==> config.mk <==
export PLATFORM = sky130hd
export DESIGN_NAME = pvmrb_bank
export DESIGN_NICKNAME = d
export VERILOG_FILES = /design/src/rtl/pvmrb_pkg.sv /design/src/rtl/pvmrb_bank.sv /design/src/rtl/pvmrb_clkout.sv /design/src/rtl/pvmrb_sync.sv
export VERILOG_INCLUDE_DIRS = /design/src /design/src/rtl
export SDC_FILE = /design/constraint.sdc
export NUM_CORES = 1
export LEC_CHECK = 0
export CAP_MARGIN = 10
export CORE_ASPECT_RATIO = 1.1
export CORE_UTILIZATION = 39
export CTS_CLUSTER_DIAMETER = 150
export DETAILED_ROUTE_END_ITERATION = 6
export DONT_BUFFER_PORTS = 1
export PLACE_DENSITY_LB_ADDON = 0.1
export SLEW_MARGIN = 20
export SYNTH_ARGS = -nofsm -noshare
export SYNTH_HDL_FRONTEND = slang
export SYNTH_SLANG_ARGS = --single-unit
==> constraint.sdc <==
create_clock -name clock -period 2.42 [get_ports clock]
set_input_delay 0.242 -clock clock [delete_from_list [all_inputs] [get_ports clock]]
set_output_delay 0.242 -clock clock [all_outputs]
set_load 0.01 [all_outputs]
==> src/rtl/pvmrb_regs.svh <==
`ifndef PVMRB_REGS_SVH
`define PVMRB_REGS_SVH
// ----------------------------------------
// Register indices
// ----------------------------------------
`define PVMRB_IDX_MODE_CTRL   5'h11
`define PVMRB_IDX_SPECIAL     5'h12
`define PVMRB_IDX_EXTENDED    5'h13
`define PVMRB_IDX_ADDR_PORT   5'h14
`define PVMRB_IDX_DATA_PORT   5'h15
`define PVMRB_IDX_LINE_IND    5'h1b
// ----------------------------------------
// Field positions
// ----------------------------------------
`define PVMRB_SM_EARLY_RXDV   15
`define PVMRB_SM_LPBK_DIS     14
`define PVMRB_SM_CRC_SRC      7
`define PVMRB_SM_LOW_RATE     6
`define PVMRB_EM_FIFO_LSB     9
`define PVMRB_EM_IND_LSB      4
`define PVMRB_EM_CLK_DIS      3
`define PVMRB_EM_MDIX01       2
`define PVMRB_EM_MDIX23       1
`define PVMRB_EM_COND_PD      0
`define PVMRB_MC_XOVER_DIS    5
`define PVMRB_AP_READ         15
`define PVMRB_LI_POL          4
// ----------------------------------------
// Reset values and limits
// ----------------------------------------
`define PVMRB_RST_FIFO        2'h0
`define PVMRB_RST_IND         2'h3
`define PVMRB_RST_ADDR        7'h00
`define PVMRB_RST_DATA        16'h0000
`define PVMRB_ADV_LAST        7'h0c
`define PVMRB_AP_RSV_VALUE    8'h03
`endif

==> src/rtl/pvmrb_pkg.sv <==
package pvmrb_pkg;
  typedef enum logic [1:0] {
    PVMRB_IND_RSV   = 2'b00,
    PVMRB_IND_MODE1 = 2'b01,
    PVMRB_IND_MODE2 = 2'b10,
    PVMRB_IND_MODE3 = 2'b11
  } pvmrb_ind_t;
  typedef logic [15:0] pvmrb_word_t;
endpackage : pvmrb_pkg

==> src/rtl/pvmrb_bank.sv <==
// Contract
// - Early receive-valid bit enables RXDV before SFD in 10BASE-T.
// - Loopback-disable bit stops internal loopback in 10BASE-T half duplex.
// - CRC counter source bit: zero received data, one transmitted data.
// - Read-only low-rate bit reports MAC clock 125 or 25 MHz.
// - Station address sets management address and scrambler seed, default from straps.
// - Operating mode field defaults from upper straps at reset.
// - FIFO depth code maps to four through seven bytes, resets zero.
// - Indicator mode select codes 1..3, code zero reserved, default 11b.
// - Clock disable bit holds MAC clock pin low, default from strap.
// - Bit 2 forces channels 0/1 MDI or MDI-X when auto crossover off.
// - Bit 1 forces channels 2/3 MDI or MDI-X when auto crossover off.
// - Auto crossover disable bit zero enables automatic crossover.
// - Conditional parallel detect restricts success to advertised half duplex speeds.
// - Writing read bit latches selected advanced register; bit self-clears.
// - Seven-bit advanced address selects register 0..12, resets zero.
// - Read data port is read-only, holds latest latch, resets zero.
// - Polarity bit reports 10BASE-T receive polarity reversed.
`include "pvmrb_regs.svh"
`timescale 1ns/10ps
`default_nettype none
module pvmrb_bank #(
  parameter int ADV_AW = 7
) (
  input  wire logic                  clock,
  input  wire logic                  sys_rst,
  input  wire logic                  soft_rst,
  input  wire logic [3:0]            config_straps,
  input  wire logic                  reg_wr,
  input  wire logic                  reg_rd,
  input  wire logic [4:0]            reg_idx,
  input  wire pvmrb_pkg::pvmrb_word_t reg_wdata,
  output var  pvmrb_pkg::pvmrb_word_t reg_rdata,
  input  wire logic                  mac_clock_low_rate_select,
  input  wire logic                  ten_base_polarity_reversed,
  input  wire logic                  adv_lp_10_half,
  input  wire logic                  adv_lp_100_half,
  input  wire logic                  adv_local_10_half,
  input  wire logic                  adv_local_100_half,
  input  wire logic                  crossover_auto_choice,
  output logic [ADV_AW-1:0]          adv_addr,
  input  wire pvmrb_pkg::pvmrb_word_t adv_rdata,
  output logic [4:0]                 station_address_field,
  output logic                       early_rxdv_en,
  output logic                       ten_half_loopback_dis,
  output logic                       crc_count_tx_source,
  output logic [4:0]                 operating_mode_field,
  output logic [2:0]                 tx_fifo_depth_bytes,
  output pvmrb_pkg::pvmrb_ind_t      indicator_mode_select,
  output logic                       mac_clock_output_pin,
  output logic                       pairs01_crossed,
  output logic                       pairs23_crossed,
  output logic                       parallel_detect_ok_10,
  output logic                       parallel_detect_ok_100
);
  import pvmrb_pkg::*;
  // The indirect window is fixed at seven address bits
  if (ADV_AW != 7) begin : g_bad_aw
    $error("ADV_AW must be 7");
  end
  // ----------------------------------------
  // Strap capture and status synchronisers
  // ----------------------------------------
  logic [3:0] straps_s;
  logic [1:0] stat_s;
  pvmrb_sync #(.WIDTH(4)) u_strap_sync (
    .clock    (clock),
    .sys_rst  (sys_rst),
    .async_in (config_straps),
    .sync_out (straps_s)
  );
  pvmrb_sync #(.WIDTH(2)) u_stat_sync (
    .clock    (clock),
    .sys_rst  (sys_rst),
    .async_in ({ten_base_polarity_reversed, mac_clock_low_rate_select}),
    .sync_out (stat_s)
  );
  // Straps loaded on the third clock after reset release, once synchronised
  logic [1:0] load_cnt_q;
  logic       load_now;
  assign load_now = (load_cnt_q == 2'h2);
  always_ff @(posedge clock) begin
    if (sys_rst) begin
      load_cnt_q <= 2'h0;
    end else if (load_cnt_q != 2'h3) begin
      load_cnt_q <= load_cnt_q + 2'h1;
    end
  end
  // ----------------------------------------
  // Write decode
  // ----------------------------------------
  wire wr_sm = reg_wr && (reg_idx == `PVMRB_IDX_SPECIAL);
  wire wr_em = reg_wr && (reg_idx == `PVMRB_IDX_EXTENDED);
  wire wr_mc = reg_wr && (reg_idx == `PVMRB_IDX_MODE_CTRL);
  wire wr_ap = reg_wr && (reg_idx == `PVMRB_IDX_ADDR_PORT);
  // ----------------------------------------
  // Fields kept across software reset
  // ----------------------------------------
  logic [4:0] phy_addr_q;
  logic       lpbk_dis_q;
  logic [4:0] mode_q;
  logic       clk_dis_q;
  always_ff @(posedge clock) begin
    if (sys_rst) begin
      phy_addr_q <= 5'h00;
      lpbk_dis_q <= 1'b0;
      mode_q     <= 5'h00;
      clk_dis_q  <= 1'b0;
    end else if (load_now) begin
      phy_addr_q <= {3'h0, straps_s[1:0]};
      mode_q     <= {3'h0, straps_s[3:2]};
      clk_dis_q  <= straps_s[3];
    end else begin
      // Software reset deliberately absent here
      if (wr_sm) begin
        phy_addr_q <= reg_wdata[4:0];
        lpbk_dis_q <= reg_wdata[`PVMRB_SM_LPBK_DIS];
      end
      if (wr_em) begin
        mode_q    <= reg_wdata[15:11];
        clk_dis_q <= reg_wdata[`PVMRB_EM_CLK_DIS];
      end
    end
  end
  // ----------------------------------------
  // Fields returned to their reset values by either reset
  // ----------------------------------------
  logic       early_q;
  logic       crc_src_q;
  logic [1:0] fifo_q;
  logic [1:0] ind_q;
  logic       mdix01_q;
  logic       mdix23_q;
  logic       cond_pd_q;
  logic       xover_dis_q;
  always_ff @(posedge clock) begin
    if (sys_rst || soft_rst) begin
      early_q     <= 1'b0;
      crc_src_q   <= 1'b0;
      fifo_q      <= `PVMRB_RST_FIFO;
      ind_q       <= `PVMRB_RST_IND;
      mdix01_q    <= 1'b0;
      mdix23_q    <= 1'b0;
      cond_pd_q   <= 1'b0;
      xover_dis_q <= 1'b0;
    end else begin
      if (wr_sm) begin
        early_q   <= reg_wdata[`PVMRB_SM_EARLY_RXDV];
        crc_src_q <= reg_wdata[`PVMRB_SM_CRC_SRC];
      end
      if (wr_em) begin
        fifo_q    <= reg_wdata[10:9];
        ind_q     <= reg_wdata[5:4];
        mdix01_q  <= reg_wdata[`PVMRB_EM_MDIX01];
        mdix23_q  <= reg_wdata[`PVMRB_EM_MDIX23];
        cond_pd_q <= reg_wdata[`PVMRB_EM_COND_PD];
      end
      if (wr_mc) begin
        xover_dis_q <= reg_wdata[`PVMRB_MC_XOVER_DIS];
      end
    end
  end
  // ----------------------------------------
  // Indirect advanced register window
  // ----------------------------------------
  logic [6:0]  adv_addr_q;
  logic        rd_pend_q;
  logic [7:0]  ap_rsv_q;
  pvmrb_word_t adv_data_q;
  always_ff @(posedge clock) begin
    if (sys_rst || soft_rst) begin
      adv_addr_q <= `PVMRB_RST_ADDR;
      rd_pend_q  <= 1'b0;
      ap_rsv_q   <= 8'h00;
      adv_data_q <= `PVMRB_RST_DATA;
    end else begin
      // Read bit clears itself on the same clock as the latch
      rd_pend_q <= wr_ap && reg_wdata[`PVMRB_AP_READ];
      if (wr_ap) begin
        adv_addr_q <= reg_wdata[6:0];
        ap_rsv_q   <= reg_wdata[14:7];
      end
      if (rd_pend_q) begin
        // Out-of-range addresses latch zero
        adv_data_q <= (adv_addr_q <= `PVMRB_ADV_LAST) ? adv_rdata : 16'h0000;
      end
    end
  end
  assign adv_addr = adv_addr_q;
  // ----------------------------------------
  // Outputs steering the datapath
  // ----------------------------------------
  assign station_address_field = phy_addr_q;
  assign early_rxdv_en         = early_q;
  assign ten_half_loopback_dis = lpbk_dis_q;
  assign crc_count_tx_source   = crc_src_q;
  assign operating_mode_field  = mode_q;
  assign tx_fifo_depth_bytes   = {1'b0, fifo_q} + 3'h4;
  assign indicator_mode_select = pvmrb_ind_t'(ind_q);
  // Manual selection only while automatic crossover is off
  assign pairs01_crossed = xover_dis_q ? mdix01_q : crossover_auto_choice;
  assign pairs23_crossed = xover_dis_q ? mdix23_q : crossover_auto_choice;
  assign parallel_detect_ok_10  = adv_lp_10_half && (!cond_pd_q || adv_local_10_half);
  assign parallel_detect_ok_100 = adv_lp_100_half && (!cond_pd_q || adv_local_100_half);
  pvmrb_clkout u_clkout (
    .clock                (clock),
    .sys_rst              (sys_rst),
    .disable_i            (clk_dis_q),
    .low_rate             (stat_s[0]),
    .mac_clock_output_pin (mac_clock_output_pin)
  );
  // ----------------------------------------
  // Read mux
  // ----------------------------------------
  pvmrb_word_t rd_sm;
  pvmrb_word_t rd_em;
  pvmrb_word_t rd_ap;
  pvmrb_word_t rd_mc;
  pvmrb_word_t rd_li;
  assign rd_sm = {early_q, lpbk_dis_q, 6'h00, crc_src_q, stat_s[0], 1'b0, phy_addr_q};
  assign rd_em = {mode_q, fifo_q, 3'h0, ind_q, clk_dis_q, mdix01_q, mdix23_q, cond_pd_q};
  assign rd_ap = {rd_pend_q, ap_rsv_q, adv_addr_q};
  assign rd_mc = {10'h000, xover_dis_q, 5'h00};
  assign rd_li = {11'h000, stat_s[1], 4'h0};
  always_ff @(posedge clock) begin
    if (sys_rst) begin
      reg_rdata <= 16'h0000;
    end else if (reg_rd) begin
      unique case (reg_idx)
        `PVMRB_IDX_MODE_CTRL: reg_rdata <= rd_mc;
        `PVMRB_IDX_SPECIAL:   reg_rdata <= rd_sm;
        `PVMRB_IDX_EXTENDED:  reg_rdata <= rd_em;
        `PVMRB_IDX_ADDR_PORT: reg_rdata <= rd_ap;
        `PVMRB_IDX_DATA_PORT: reg_rdata <= adv_data_q;
        `PVMRB_IDX_LINE_IND:  reg_rdata <= rd_li;
        default:              reg_rdata <= 16'h0000;
      endcase
    end
  end
  // ----------------------------------------
  // Checks
  // ----------------------------------------
  property p_read_latch;
    @(posedge clock) disable iff (sys_rst || soft_rst)
      (wr_ap && reg_wdata[15] && reg_wdata[6:0] <= 7'h0c && !soft_rst) ##1 (!wr_ap && !soft_rst)
      |=> (adv_data_q == $past(adv_rdata));
  endproperty
  a_read_latch: assert property (p_read_latch) else $error("advanced data not latched");
  property p_read_selfclear;
    @(posedge clock) disable iff (sys_rst || soft_rst)
      rd_pend_q && !(wr_ap && reg_wdata[15]) |=> !rd_pend_q;
  endproperty
  a_read_selfclear: assert property (p_read_selfclear) else $error("read bit stuck");
  property p_fifo_depth;
    @(posedge clock) disable iff (sys_rst)
      wr_em && !soft_rst |=> tx_fifo_depth_bytes[2] && (tx_fifo_depth_bytes[1:0] == $past(reg_wdata[10:9]));
  endproperty
  a_fifo_depth: assert property (p_fifo_depth) else $error("fifo depth out of range");
  property p_manual_xover;
    @(posedge clock) disable iff (sys_rst)
      xover_dis_q |-> (pairs01_crossed == mdix01_q) && (pairs23_crossed == mdix23_q);
  endproperty
  a_manual_xover: assert property (p_manual_xover) else $error("manual crossover ignored");
  property p_auto_xover;
    @(posedge clock) disable iff (sys_rst)
      !xover_dis_q |-> (pairs01_crossed == crossover_auto_choice) && (pairs23_crossed == crossover_auto_choice);
  endproperty
  a_auto_xover: assert property (p_auto_xover) else $error("auto crossover ignored");
  property p_cond_pd;
    @(posedge clock) disable iff (sys_rst)
      cond_pd_q && !adv_local_100_half |-> !parallel_detect_ok_100;
  endproperty
  a_cond_pd: assert property (p_cond_pd) else $error("unadvertised parallel detect");
  property p_keep_addr;
    @(posedge clock) disable iff (sys_rst)
      soft_rst && !wr_sm && !load_now |=> phy_addr_q == $past(phy_addr_q);
  endproperty
  a_keep_addr: assert property (p_keep_addr) else $error("address lost on soft reset");
  property p_clk_low;
    @(posedge clock) disable iff (sys_rst)
      clk_dis_q [*2] |-> !mac_clock_output_pin;
  endproperty
  a_clk_low: assert property (p_clk_low) else $error("mac clock toggles while disabled");
  property p_ind_reset;
    @(posedge clock) $past(sys_rst) |-> ind_q == 2'b11 && fifo_q == 2'b00;
  endproperty
  a_ind_reset: assert property (p_ind_reset) else $error("bad reset defaults");
  property p_ind_write;
    @(posedge clock) disable iff (sys_rst)
      wr_em && !soft_rst |=> indicator_mode_select == $past(reg_wdata[5:4]);
  endproperty
  a_ind_write: assert property (p_ind_write) else $error("indicator mode not written");
  property p_addr_write;
    @(posedge clock) disable iff (sys_rst)
      wr_ap && !soft_rst |=> adv_addr == $past(reg_wdata[6:0]);
  endproperty
  a_addr_write: assert property (p_addr_write) else $error("advanced address not written");
  // Only a read request or a reset may move the data port
  property p_data_hold;
    @(posedge clock) disable iff (sys_rst || soft_rst)
      !rd_pend_q && !soft_rst |=> $stable(adv_data_q);
  endproperty
  a_data_hold: assert property (p_data_hold) else $error("read data port changed without a read");
endmodule : pvmrb_bank
`default_nettype wire

==> src/rtl/pvmrb_clkout.sv <==
`timescale 1ns/10ps
`default_nettype none
module pvmrb_clkout (
  input  wire logic clock,
  input  wire logic sys_rst,
  input  wire logic disable_i,
  input  wire logic low_rate,
  output var  logic mac_clock_output_pin
);
  // ----------------------------------------
  // Divided clock; a stand-in for the real PLL output
  // ----------------------------------------
  logic [2:0] cnt_q;
  logic       lim;
  assign lim = low_rate ? (cnt_q == 3'h3) : (cnt_q == 3'h0);
  always_ff @(posedge clock) begin
    if (sys_rst || disable_i) begin
      cnt_q                <= 3'h0;
      mac_clock_output_pin <= 1'b0;
    end else begin
      cnt_q                <= lim ? 3'h0 : cnt_q + 3'h1;
      mac_clock_output_pin <= lim ? ~mac_clock_output_pin : mac_clock_output_pin;
    end
  end
endmodule : pvmrb_clkout
`default_nettype wire

==> src/rtl/pvmrb_sync.sv <==
`timescale 1ns/10ps
`default_nettype none
module pvmrb_sync #(
  parameter int WIDTH = 1
) (
  input  wire logic             clock,
  input  wire logic             sys_rst,
  input  wire logic [WIDTH-1:0] async_in,
  output var  logic [WIDTH-1:0] sync_out
);
  logic [WIDTH-1:0] meta_q;
  if (WIDTH < 1) begin : g_bad_width
    $error("WIDTH must be positive");
  end
  // First stage feeds only the second
  always_ff @(posedge clock) begin
    if (sys_rst) begin
      meta_q   <= '0;
      sync_out <= '0;
    end else begin
      meta_q   <= async_in;
      sync_out <= meta_q;
    end
  end
endmodule : pvmrb_sync
`default_nettype wire

### Word-level counts from Yosys, hierarchy flattened

Cells that the tools add are included.

* register bits after elaboration: 88
* input port bits: 53
* word-level logic and storage cells: 70
* output and inout bits: 46

* magnitude comparators: 1
* $add $sub $neg: 3
* reduce and logical (&&, ||, !) cells: 18
* equality and inequality tests: 9
* bitwise gates (word level): 2
* mux-type cells: 11

Operators by type and width (count)
* $pmux W16 S6: 1
* $eq A5 B5 Y1 const B: 6
* $mux W16: 1
* $mux W2: 4
* $le A7 B4 Y1 const B: 1
* $logic_and A1 B1 Y1: 7
* $mux W1: 5
* $logic_or A1 B1 Y1: 4
* $reduce_bool A2 Y1: 2
* $reduce_or A2 Y1: 2
* $add A2 B3 Y3 const B: 1
* $add A3 B1 Y3 const B: 1
* $eq A3 B2 Y1 const B: 1
* $logic_not A3 Y1: 1
* $add A2 B1 Y2 const B: 1
* $eq A2 B2 Y1 const B: 1
* $ne A2 B2 Y1 const B: 1
* $not A1 Y1: 2
* $reduce_and A2 Y1: 1
* $logic_not A1 Y1: 1

### Depth between registers and ports, before layout

Gate-level depths: netlist of the first run.

* depth in word-level cells: 4
* depth in mapped cells: 8
* gate-level depth less buffers: 6

### By module

A second synthesis of the first run with hierarchy kept.

* cells, all modules: 429
* area total of the unflattened synthesis: 3718.6 µm²

By module, submodules not included
* pvmrb_bank: times used 1, cells each 384, sequential area each 1441.4 µm², area each 3211.8 µm²
* pvmrb_sync at u_strap_sync: times used 1, cells each 16, sequential area each 160.2 µm², area each 210.2 µm²
* pvmrb_clkout: times used 1, cells each 21, sequential area each 80.1 µm², area each 191.4 µm²
* pvmrb_sync at u_stat_sync: times used 1, cells each 8, sequential area each 80.1 µm², area each 105.1 µm²

### Worst setup path before layout of the first run

OpenSTA, ideal clock, no wires.

* path type: input to register
* from: input port reg_idx[1]
* to: register adv_addr_q[3], in the netlist adv_addr[3]
* arrival time: 1.265 ns
* data required time: 2.277 ns
* path buffers: 4
* setup time: 0.143 ns
* stages on the path: 8
* setup slack: 1.012 ns
* path through: buf_6 > nand4bb_1 > buf_4 > or2_1 > buf_6 > buf_6 > nand2_2 > a21oi_2

* cells in the longest elaborated chain, start to end: 2

Ends and longest elaborated chain
* start, declared: line pvmrb_bank.sv:31 `input wire logic [4:0] reg_idx,`
* $eq A5 B5 Y1
* $logic_and A1 B1 Y1: line pvmrb_bank.sv:95 `` wire wr_ap = reg_wr && (reg_idx == `PVMRB_IDX_ADDR_PORT); ``
* end signal, assigned: line pvmrb_bank.sv:172 `` adv_addr_q <= `PVMRB_RST_ADDR; ``
* end signal, assigned: line pvmrb_bank.sv:180 `adv_addr_q <= reg_wdata[6:0];`
* end, declared: line pvmrb_bank.sv:166 `logic [6:0] adv_addr_q;`

No other way between the ends.
A chain may end at the register's enable or synchronous reset.

### Worst setup path in the final report of the first run

* from: register adv_addr_q[0], in the netlist adv_addr[0]
* to: register adv_data_q[2]

* cells in the longest elaborated chain, start to end: 2

Ends and longest elaborated chain
* $le A7 B4 Y1 (no line)
* $mux W16: line pvmrb_bank.sv:185 `` adv_data_q <= (adv_addr_q <= `PVMRB_ADV_LAST) ? adv_rdata : 16'h0000; ``
* end signal, assigned: line pvmrb_bank.sv:175 `` adv_data_q <= `PVMRB_RST_DATA; ``
* end signal, assigned: line pvmrb_bank.sv:185
* end, declared: line pvmrb_bank.sv:169 `pvmrb_word_t adv_data_q;`

No other way between the ends.

==> metrics.txt, run 1 <==
Crit path arrival time=about 1800 ps; Detailed Route Iter0 Violations=123; worst path required time=2710 ps; Final period util=0.631; diode count=0; I/O pins=99; final setup vio count=0; Min-Delay Path Class=in2reg; dominant cell type by area after synthesis=dfxtp_1; GRT Residual Overflow=0; IO buf count=0; largest net degree at the start of global routing=40; flops & latches, synth=88; row cnt=36; Net Count, Synth=475; clk sinks=a little under 90; fraction of layout cells with a size suffix above 1=0.0991; Critical Path Start Type=flip-flop; Worst Setup EP=adv_data_q[2]$_SDFFE_PP0P_; worst hold margin=16.9 ps; DP Wirelength=roughly 6.8 mm; worst vdd ir=0.000346 V; Synth Area in Compound Gates=0.148; RR Endpoint=adv_data_q[2]$_SDFFE_PP0P_; Async SR Flop Fraction=0; vias in the first global route=~2,700; Residual DRC=0; clk_skew=6.03 ps; Setup WS post-layout=892 ps; Crit Path Class=reg2reg; Synth top area share=0.476; status=completed; CP max stage delay=600 ps; most common cell after layout, fill and taps aside=dfxtp_1; XOR/XNOR share of the synthesized area=0.00473; Vias per Instance=5.17; sequential share of the synthesized area=0.476; Syn Inst Count=about 420; Worst setup EP type=flip-flop; pwr dens=just under 700 nW/µm²; All-Layer GR Usage=0.205; clk root buf=clkbuf_8; Area contributors post-synth=dfxtp_1, mux2i_1, nand2_1; Final nets=487; first-pass GRT wire length=15.1 mm; Routed Antenna Nets=0; crit-path max FO=16; CTS tree=yes; WP depth=4; Syn Area/Cell=8.88 µm²; RSZ-0062 raised after global routing=no; Die W=94.9 µm; mux contribution to synthesized area=0.0892; Leakage=about 1.5 nW; gp weighted congestion=0.765; Netlist cell types=43; f_max=around 650 MHz; die area=9890 µm²; routed wire length=9.73 mm; # H-tree levels=3; min cycle time layout=roughly 1500 ps; Synth Warn #=0; most frequent cells in the layout=dfxtp_1, nand2_1, nor2_1; Reg2Reg Depth=4; core area=9050 µm²; critical-path cell list=o211ai_1, and4b_1, a21oi_1, nor2_1; dpl ws=848 ps; R2R Path Start=adv_addr[0]$_SDFFE_PP0P_; crit path launch=adv_addr[0]$_SDFFE_PP0P_; Rel. slew slack=0.396; Adder-Cell Fraction of Synth Area=0.0169; first drt pass iteration count=5; Hold Vio Cnt, Final=0; largest family of logic cells by synthesized area=simple AND/OR/NAND/NOR gates; drt wl/cell=17.8 µm; Resized cells post-CTS=0; initial antenna violation count=0; CTS Buf Count=9; ys flop type=dfxtp_1; Max Slew Vio Count=0; Bufs on Longest Clock Path=2; Crit-path slowest cell=and4b_1; CP top delay family=simple AND/OR/NAND/NOR gates; Fillers=876; Die Ht=between 100 and 150 µm; total negative slack=0 ps; Max-cap violations=0; reg2reg setup slack=890 ps; clk slew on worst S/H paths=80 ps; area grow syn2layout=12.2%; buffers plus inverters on the worst setup path=0; simple-gate share of the synthesized area=0.218; Initial Util=0.409; Post-synth EDFFs=0; synthesized cell area=3700 µm²; Least-Margin Pin Slew=906 ps; clk_lat worst skew=360 ps; via count=about 2,800
[cell type report]
| type | count | area [µm²] | share of cell area |
|---|---|---|---|
| flip-flops and latches | 88 | 1760 | 0.424 |
| multi-input cells | 295 | 1770 | 0.426 |
| well taps | 114 | 143 | 0.0343 |
| clock inverters | 3 | 65.1 | 0.0156 |
| repair buffers | 24 | 228 | 0.0548 |
| inverters | 11 | 41.3 | 0.00993 |
| clock buffers | 13 | 149 | 0.0358 |
[worst register-to-register path, cell delays in order, from the launching register on]
cell and delay [ps]:
dfxtp_1 390, o211ai_1 220, and4b_1 600, a21oi_1 160
nor2_1 100
[kinds of logic (layout without fill, tap and decap cells)]
| family | Yosys count | in the layout |
|---|---|---|
| simple gates | 166 | 166 |
| flops | 88 | 88 |
| other cells | 1 | 1 |
| compound gates | 88 | 88 |
| xor+xnor | 2 | 2 |
| mux | 33 | 33 |
| buf+inv | 34 | 51 |
| fa+ha+maj | 5 | 5 |
[synth_stat cells, types with 4 or more instances]
cell type and number:
dfxtp_1 88, nand2_1 60, nor2_1 46, a21oi_1 41, mux2i_1 33, nor2b_1 27
inv_1 11, a21oi_2 10, clkbuf_1 10, nand2_2 10, o22ai_1 8, o21ai_0 7
a22o_1 6, buf_2 6, ha_1 5, a21boi_0 4, buf_4 4
[per-stage QoR]
stage / instance area, µm² / util / power [mW] / std cells
after global placement: 3750 / 0.415 / 1.73 / 513
final: 4160 / 0.459 / 2.85 / 548
after global routing: 4160 / 0.459 / 2.96 / 548
after CTS: 4160 / 0.459 / 2.88 / 548
after detailed placement: 3750 / 0.415 / 1.73 / 513
after floorplan: 3700 / - / 1.70 / 417
[layer usage]
metal  global-route usage  part of all wire
met4               0.0963             0.024
met1                0.268              0.45
met2                0.304              0.44
met5                    0                 0
met3               0.0651             0.084
[worst min-delay path by stage]
stage | startpoint | to | cells after the start
2_1_floorplan | sys_rst | indicator_mode_select[0]$_SDFFE_PP1P_ | 2
3_3_place_gp | sys_rst | u_stat_sync.sync_out[1]$_SDFF_PP0_ | 1
3_5_place_dp | sys_rst | u_stat_sync.meta_q[1]$_SDFF_PP0_ | 1
4_1_cts | config_straps[2] | u_strap_sync.meta_q[2]$_SDFF_PP0_ | 1
5_1_grt | reg_wdata[0] | adv_addr[0]$_SDFFE_PP0P_ | 2
6_report | config_straps[2] | u_strap_sync.meta_q[2]$_SDFF_PP0_ | 1
[flip-flops by register name, indices dropped and copies added, names as in the netlist, 3 cells and up]
| signal | cells |
|---|---|
| reg_rdata | 16 |
| ap_rsv_q | 8 |
| u_clkout.cnt_q | 3 |
| station_address_field | 5 |
| adv_addr | 7 |
| adv_data_q | 16 |
| operating_mode_field | 5 |
| u_strap_sync.meta_q | 4 |
| u_strap_sync.sync_out | 4 |
[report_power, final]
part | leakage (nW) | internal (mW) | switching [mW] | total [mW]
clock network | 0.108 | 0.610 | 0.512 | 1.12
registers | 0.713 | 1.49 | 0.0413 | 1.53
logic | 0.698 | 0.0874 | 0.110 | 0.197
[repair_timing]
item | in CTS | in global routing
buffers inserted | 0 | 0
hold endpoints to repair | 37 | 0
hold buffers | 19 | 0
No activity file was read; power rests on OpenSTA's default activity.
==> run 2: changes to the inputs <==
==> constraint.sdc (replaced) <==
create_clock -name clock -period 1.34 [get_ports clock]
set_input_delay 0.134 -clock clock [delete_from_list [all_inputs] [get_ports clock]]
set_output_delay 0.134 -clock clock [all_outputs]
set_load 0.01 [all_outputs]
==> metrics.txt, run 2 (synthesis results as in run 1) <==
Hold Vio Cnt, Final=0 (unchanged); Leakage=1.73 nW (+14%); Max-cap violations=0 (unchanged); worst vdd ir=0.000681 V (+97%); f_max=798 MHz (+22%); RSZ-0062 raised after global routing=no; Die W=94.9 µm (unchanged); Final period util=0.935 (+0.304); Worst setup EP type=flip-flop; gp weighted congestion=0.831 (+8.7%); Reg2Reg Depth=5 (+1); first drt pass iteration count=4 (-1); die area=9890 µm² (unchanged); biggest regs=adv_data_q x16, reg_rdata x16, ap_rsv_q x8; Max Slew Vio Count=0 (unchanged); DP Wirelength=7.06 mm (+4.0%); routed wire length=9.96 mm (+2.3%); Bufs on Longest Clock Path=2 (unchanged); largest net degree at the start of global routing=40 (unchanged); # H-tree levels=3 (unchanged); final core occ=0.504 (+0.0449); pwr dens=1070 nW/µm² (+56%); worst hold stages=2 (+1); clk_skew=3.45 ps (-2.58 ps); clk sinks=88 (unchanged); area taken by flip-flops and latches=1760 µm² (unchanged); post-CTS setup buffers=0 (unchanged); GRT Residual Overflow=0 (unchanged); core area=9050 µm² (unchanged); All-Layer GR Usage=0.214 (+0.00902); Final nets=533 (+9.4%); clk slew on worst S/H paths=80 ps (about the same); Rel. slew slack=0.647 (+0.251); vias in the first global route=3,002 (+10%); diode count=0 (unchanged); Detailed Route Iter0 Violations=99 (-20%); Initial Util=0.409 (unchanged); most frequent cells in the layout=dfxtp_1, nand2_1, nor2_1; min cycle time layout=1250 ps (-274 ps); Least-Margin Pin Slew=528 ps (-378 ps); Die Ht=104 µm (unchanged); Residual DRC=0 (unchanged); worst path required time=1570 ps (-1140 ps); drt wl/cell=16.8 µm (-5.4%); IO buf count=0 (unchanged); Multi-input gate area=1780 µm² (+0.71%); Fillers=870 (-0.68%); CTS Buf Count=9 (unchanged); most common cell after layout, fill and taps aside=dfxtp_1; Crit path arrival time=1490 ps (-330 ps); fraction of layout cells with a size suffix above 1=0.142 (+0.0429); final setup vio count=0 (unchanged); I/O pins=99 (unchanged); initial antenna violation count=0 (unchanged); Crit Path Class=reg2reg; area grow syn2layout=23.2%; Final Power=4.89 mW (+72%); via count=3,020 (+6.7%); status=completed; clk_lat worst skew=360 ps (about the same); CTS tree=yes; Critical Path Start Type=flip-flop; clk root buf=clkbuf_8; crit-path max FO=3 (-13); Vias per Instance=5.09 (-1.4%); Min-Delay Path Class=in2reg; Routed Antenna Nets=0 (unchanged); row cnt=36 (unchanged); first-pass GRT wire length=15.9 mm (+5.4%)
==> run 2: cell types whose count changed in the layout (fill, tap and decap cells not counted), moves of 2 or more <==
cell	previous run	this run
buf_12	0	2
buf_4	5	23
bufinv_16	2	0
clkbuf_1	3	1
dlygate4sd3_1	19	45
==> run 2: repair_timing <==
| action | in CTS | in global routing |
|---|---|---|
| endpoints found under the hold margin | 74 | 0 |
| setup endpoints to repair | 16 | 15 |
| resized for setup | 1 | 5 |
| hold buffers | 45 | 0 |
==> run 2: layer usage <==
metal | vias up | wire [µm] | track usage
met5 | - | 0 | 0
met4 | 0 | 206 | 0.0963
met3 | 16 | 806 | 0.0636
met2 | 95 | 4370 | 0.317
met1 | 1391 | 4580 | 0.285
li1 | 1518 | - | -
==> run 2: stage by stage <==
stage          hold slack, ps  setup slack (ps)  setup TNS (ps)  instances  instance area (µm²)
4_1_cts                 0.694             0.136               0        593                 4550
2_1_floorplan             249              24.6               0        417                 3700
6_report                 18.2              86.8               0        593                 4560
3_3_place_gp              208              3.25               0        533                 3930
3_5_place_dp              209             -85.8            -846        533                 3930
5_1_grt                  21.1              6.89               0        593                 4560
==> run 2: final timing paths <==
path,start,to,slack (ps)
min,reg_wdata[11],operating_mode_field[0]$_SDFFE_PP0P_,20
max reg2reg,u_clkout.cnt_q[0]$_SDFF_PP0_,u_clkout.mac_clock_output_pin$_SDFFE_PP0P_,90
min reg2reg,u_strap_sync.meta_q[3]$_SDFF_PP0_,u_strap_sync.sync_out[3]$_SDFF_PP0_,440
max,u_clkout.cnt_q[0]$_SDFF_PP0_,u_clkout.mac_clock_output_pin$_SDFFE_PP0P_,90
==> run 2: power by group <==
group          internal [mW]  total [mW]  switching [mW]
logic                  0.238       0.467           0.229
clock network          0.760        1.66           0.903
registers               2.69        2.76          0.0721
total                   3.68        4.89            1.20
==> run 2: cell type report <==
cell class | count | share of cell area
Clock inverter | 3 | 0.00384
Multi-Input combinational cell | 295 | 0.391
Inverter | 11 | 0.00905
Timing Repair Buffer | 70 | 0.145
Sequential cell | 88 | 0.386
Tap cell | 114 | 0.0313
Clock buffer | 12 | 0.0340
==> run 2: worst max-delay path, stage by stage (launching register included) <==
cell,delay (ps)
dfxtp_1,330
ha_1,190
ha_1,180
a21oi_2,200
xor2_1,160
nor3_1,60
==> run 3: changes to the inputs <==
==> constraint.sdc (replaced) <==
create_clock -name clock -period 1.34 [get_ports clock]
set_input_delay 0.201 -clock clock [delete_from_list [all_inputs] [get_ports clock]]
set_output_delay 0.201 -clock clock [all_outputs]
set_load 0.01 [all_outputs]
==> metrics.txt, run 3 (synthesis results as in run 1) <==
vias in the first global route=2,888 (-3.8%); biggest regs=adv_data_q x16, reg_rdata x16, ap_rsv_q x8; crit-path max FO=3 (unchanged); first-pass GRT wire length=15.5 mm (-2.6%); post-CTS setup buffers=0 (unchanged); layer with the highest usage=met2; Vias per Instance=5.07 (-0.35%); Least-Margin Pin Slew=677 ps (+149 ps); area grow syn2layout=22.5%; WP depth=5 (unchanged); Worst setup EP type=flip-flop; pwr dens=1110 nW/µm² (+3.9%); Critical Path Start Type=flip-flop; crit path launch=load_cnt_q[0]$_SDFFE_PP0P_; Final period util=0.934 (-0.00145); via count=2,979 (-1.4%); clk_lat worst skew=350 ps (about the same); drt wl/cell=16.8 µm (-0.15%); gp weighted congestion=0.786 (-5.5%); worst vdd ir=0.000663 V (-2.6%); worst path required time=1550 ps (-20 ps); GR Util met3=0.0526 (-0.0110); Leakage=1.71 nW (-1.2%); RR Endpoint=ten_half_loopback_dis$_SDFFE_PP0P_; Comb power frac=0.089 (-0.007); clk_skew=14.0 ps (+10.5 ps); P_sw=1.22 mW (+1.3%); All-Layer GR Usage=0.206 (-0.00859); I/O pins=99 (unchanged); Crit-path slowest cell=dfxtp_1; Crit Path Class=reg2reg; CP top delay family=flip-flops; buffers plus inverters on the worst setup path=1 (+1); initial antenna violation count=0 (unchanged); reg2reg setup slack=90 ps (about the same); Crit path arrival time=1460 ps (-30 ps); clk root buf=clkbuf_8; GR met2 Demand/Resource=0.317 (unchanged); status=completed; DP Wirelength=6.88 mm (-2.5%); total negative slack=0 ps (unchanged); cell internal pwr=3.83 mW (+4.0%); Rel. slew slack=0.549 (-0.0983); Worst Setup EP=ten_half_loopback_dis$_SDFFE_PP0P_; total placed cells including tap cells=532 (-0.19%); Detailed Route Iter0 Violations=147 (+48%); GRT Residual Overflow=0 (unchanged); core area=9050 µm² (unchanged); Clock Power Share=0.365 (+0.025); Reg2Reg Depth=5 (unchanged); min cycle time layout=1250 ps (-1.94 ps); largest net degree at the start of global routing=40 (unchanged); Final nets=526 (-1.3%); Max-cap violations=0 (unchanged); Die W=94.9 µm (unchanged); CTS Buf Count=9 (unchanged); Routed Antenna Nets=0 (unchanged); IO buf count=0 (unchanged); M1 GR Usage=0.278 (-0.00672); register share of total power=0.546 (-0.018); routed wire length=9.84 mm (-1.2%); first drt pass iteration count=4 (unchanged); row cnt=36 (unchanged); Final Power=5.05 mW (+3.3%); CTS tree=yes; clk slew on worst S/H paths=80 ps (about the same); most frequent cells in the layout=dfxtp_1, nand2_1, nor2_1; critical-path cell list=inv_1, ha_1, nor3_1, mux2i_1, nor2_1; fraction of layout cells with a size suffix above 1=0.144 (+0.00180); clk sinks=88 (unchanged); Residual DRC=0 (unchanged); final cell count without fillers=587 (-1.0%); Bufs on Longest Clock Path=2 (unchanged); Max Slew Vio Count=0 (unchanged); CP max stage delay=330 ps (about the same); RSZ-0062 raised after global routing=yes; R2R Path Start=load_cnt_q[0]$_SDFFE_PP0P_; most common cell after layout, fill and taps aside=dfxtp_1; # H-tree levels=3 (unchanged); Hold Vio Cnt, Final=0 (unchanged); sw frac=0.242 (-0.00471); final setup vio count=0 (unchanged); Initial Util=0.409 (unchanged); f_max=799 MHz (+0.16%); die area=9890 µm² (unchanged); worst hold margin=11.2 ps (-7.04 ps); diode count=0 (unchanged); Die Ht=104 µm (unchanged); Min-Delay Path Class=in2reg
==> run 3: cell types whose count changed in the layout (fill, tap and decap cells not counted), sizes merged <==
cell and delta:
dlygate4sd3 -7, buf -1, bufinv +1, clkinv -1, clkinvlp +1, dlymetal6s4s +1
==> run 3: power groups by stage <==
stage	Combinational (mW)	Clock, mW	Sequential (mW)
after floorplan	0.276	0	2.80
after global placement	0.329	0	2.82
after detailed placement	0.335	0	2.82
after CTS	0.448	1.89	2.76
after global routing	0.497	2.01	2.77
final	0.449	1.84	2.76
==> run 3: layout make-up <==
class | instances | area (µm²)
well taps | 114 | 143
multi-input cells | 295 | 1780
repair buffers | 63 | 611
fillers | 886 | 4520
flip-flops and latches | 88 | 1760
inverters | 11 | 41.3
clock inverters | 4 | 53.8
clock buffers | 12 | 145
==> run 3: metal layers <==
metal	share of wire	routed length (µm)	up-vias
met4	0.015	147	0
met2	0.45	4440	84
met3	0.064	632	11
met5	0	0	-
li1	-	-	1504
met1	0.47	4630	1380
==> run 3: worst min-delay path by stage <==
| stage | startpoint | to | slack, ps | cells after the start |
|---|---|---|---|---|
| after global routing | sys_rst | u_clkout.cnt_q[0]$_SDFF_PP0_ | 9 | 3 |
| final | adv_rdata[8] | adv_data_q[8]$_SDFFE_PP0P_ | 10 | 2 |
| after floorplan | sys_rst | indicator_mode_select[0]$_SDFFE_PP1P_ | 320 | 2 |
| after global placement | sys_rst | u_stat_sync.meta_q[0]$_SDFF_PP0_ | 270 | 1 |
| after CTS | reg_wdata[2] | station_address_field[2]$_SDFFE_PP0P_ | 0.8 | 2 |
| after detailed placement | sys_rst | u_strap_sync.meta_q[2]$_SDFF_PP0_ | 280 | 1 |
==> run 3: worst register-to-register path: cells and delay by family (launching register included) <==
kind	cells	cell delay, ps
buf+inv	1	40
fa+ha+maj	1	240
flops	1	330
mux	1	210
simple gates	2	290
==> run 3: per-stage QoR <==
step | setup WS, ps | cell area, µm² | util
floorplan | -20.4 | 3720 | -
global placement | -23.0 | 3930 | 0.434
detailed placement | -47.6 | 3930 | 0.434
CTS | 0.230 | 4520 | 0.500
global route | -19.5 | 4540 | 0.501
finish | 88.7 | 4540 | 0.501
==> run 3: repair_timing <==
action,4_1_cts,5_1_grt
setup endpoints to repair,16,8
gates cloned,0,0
resized for setup,1,5
hold buffers,39,0
pin swaps,0,2
endpoints found under the hold margin,63,0
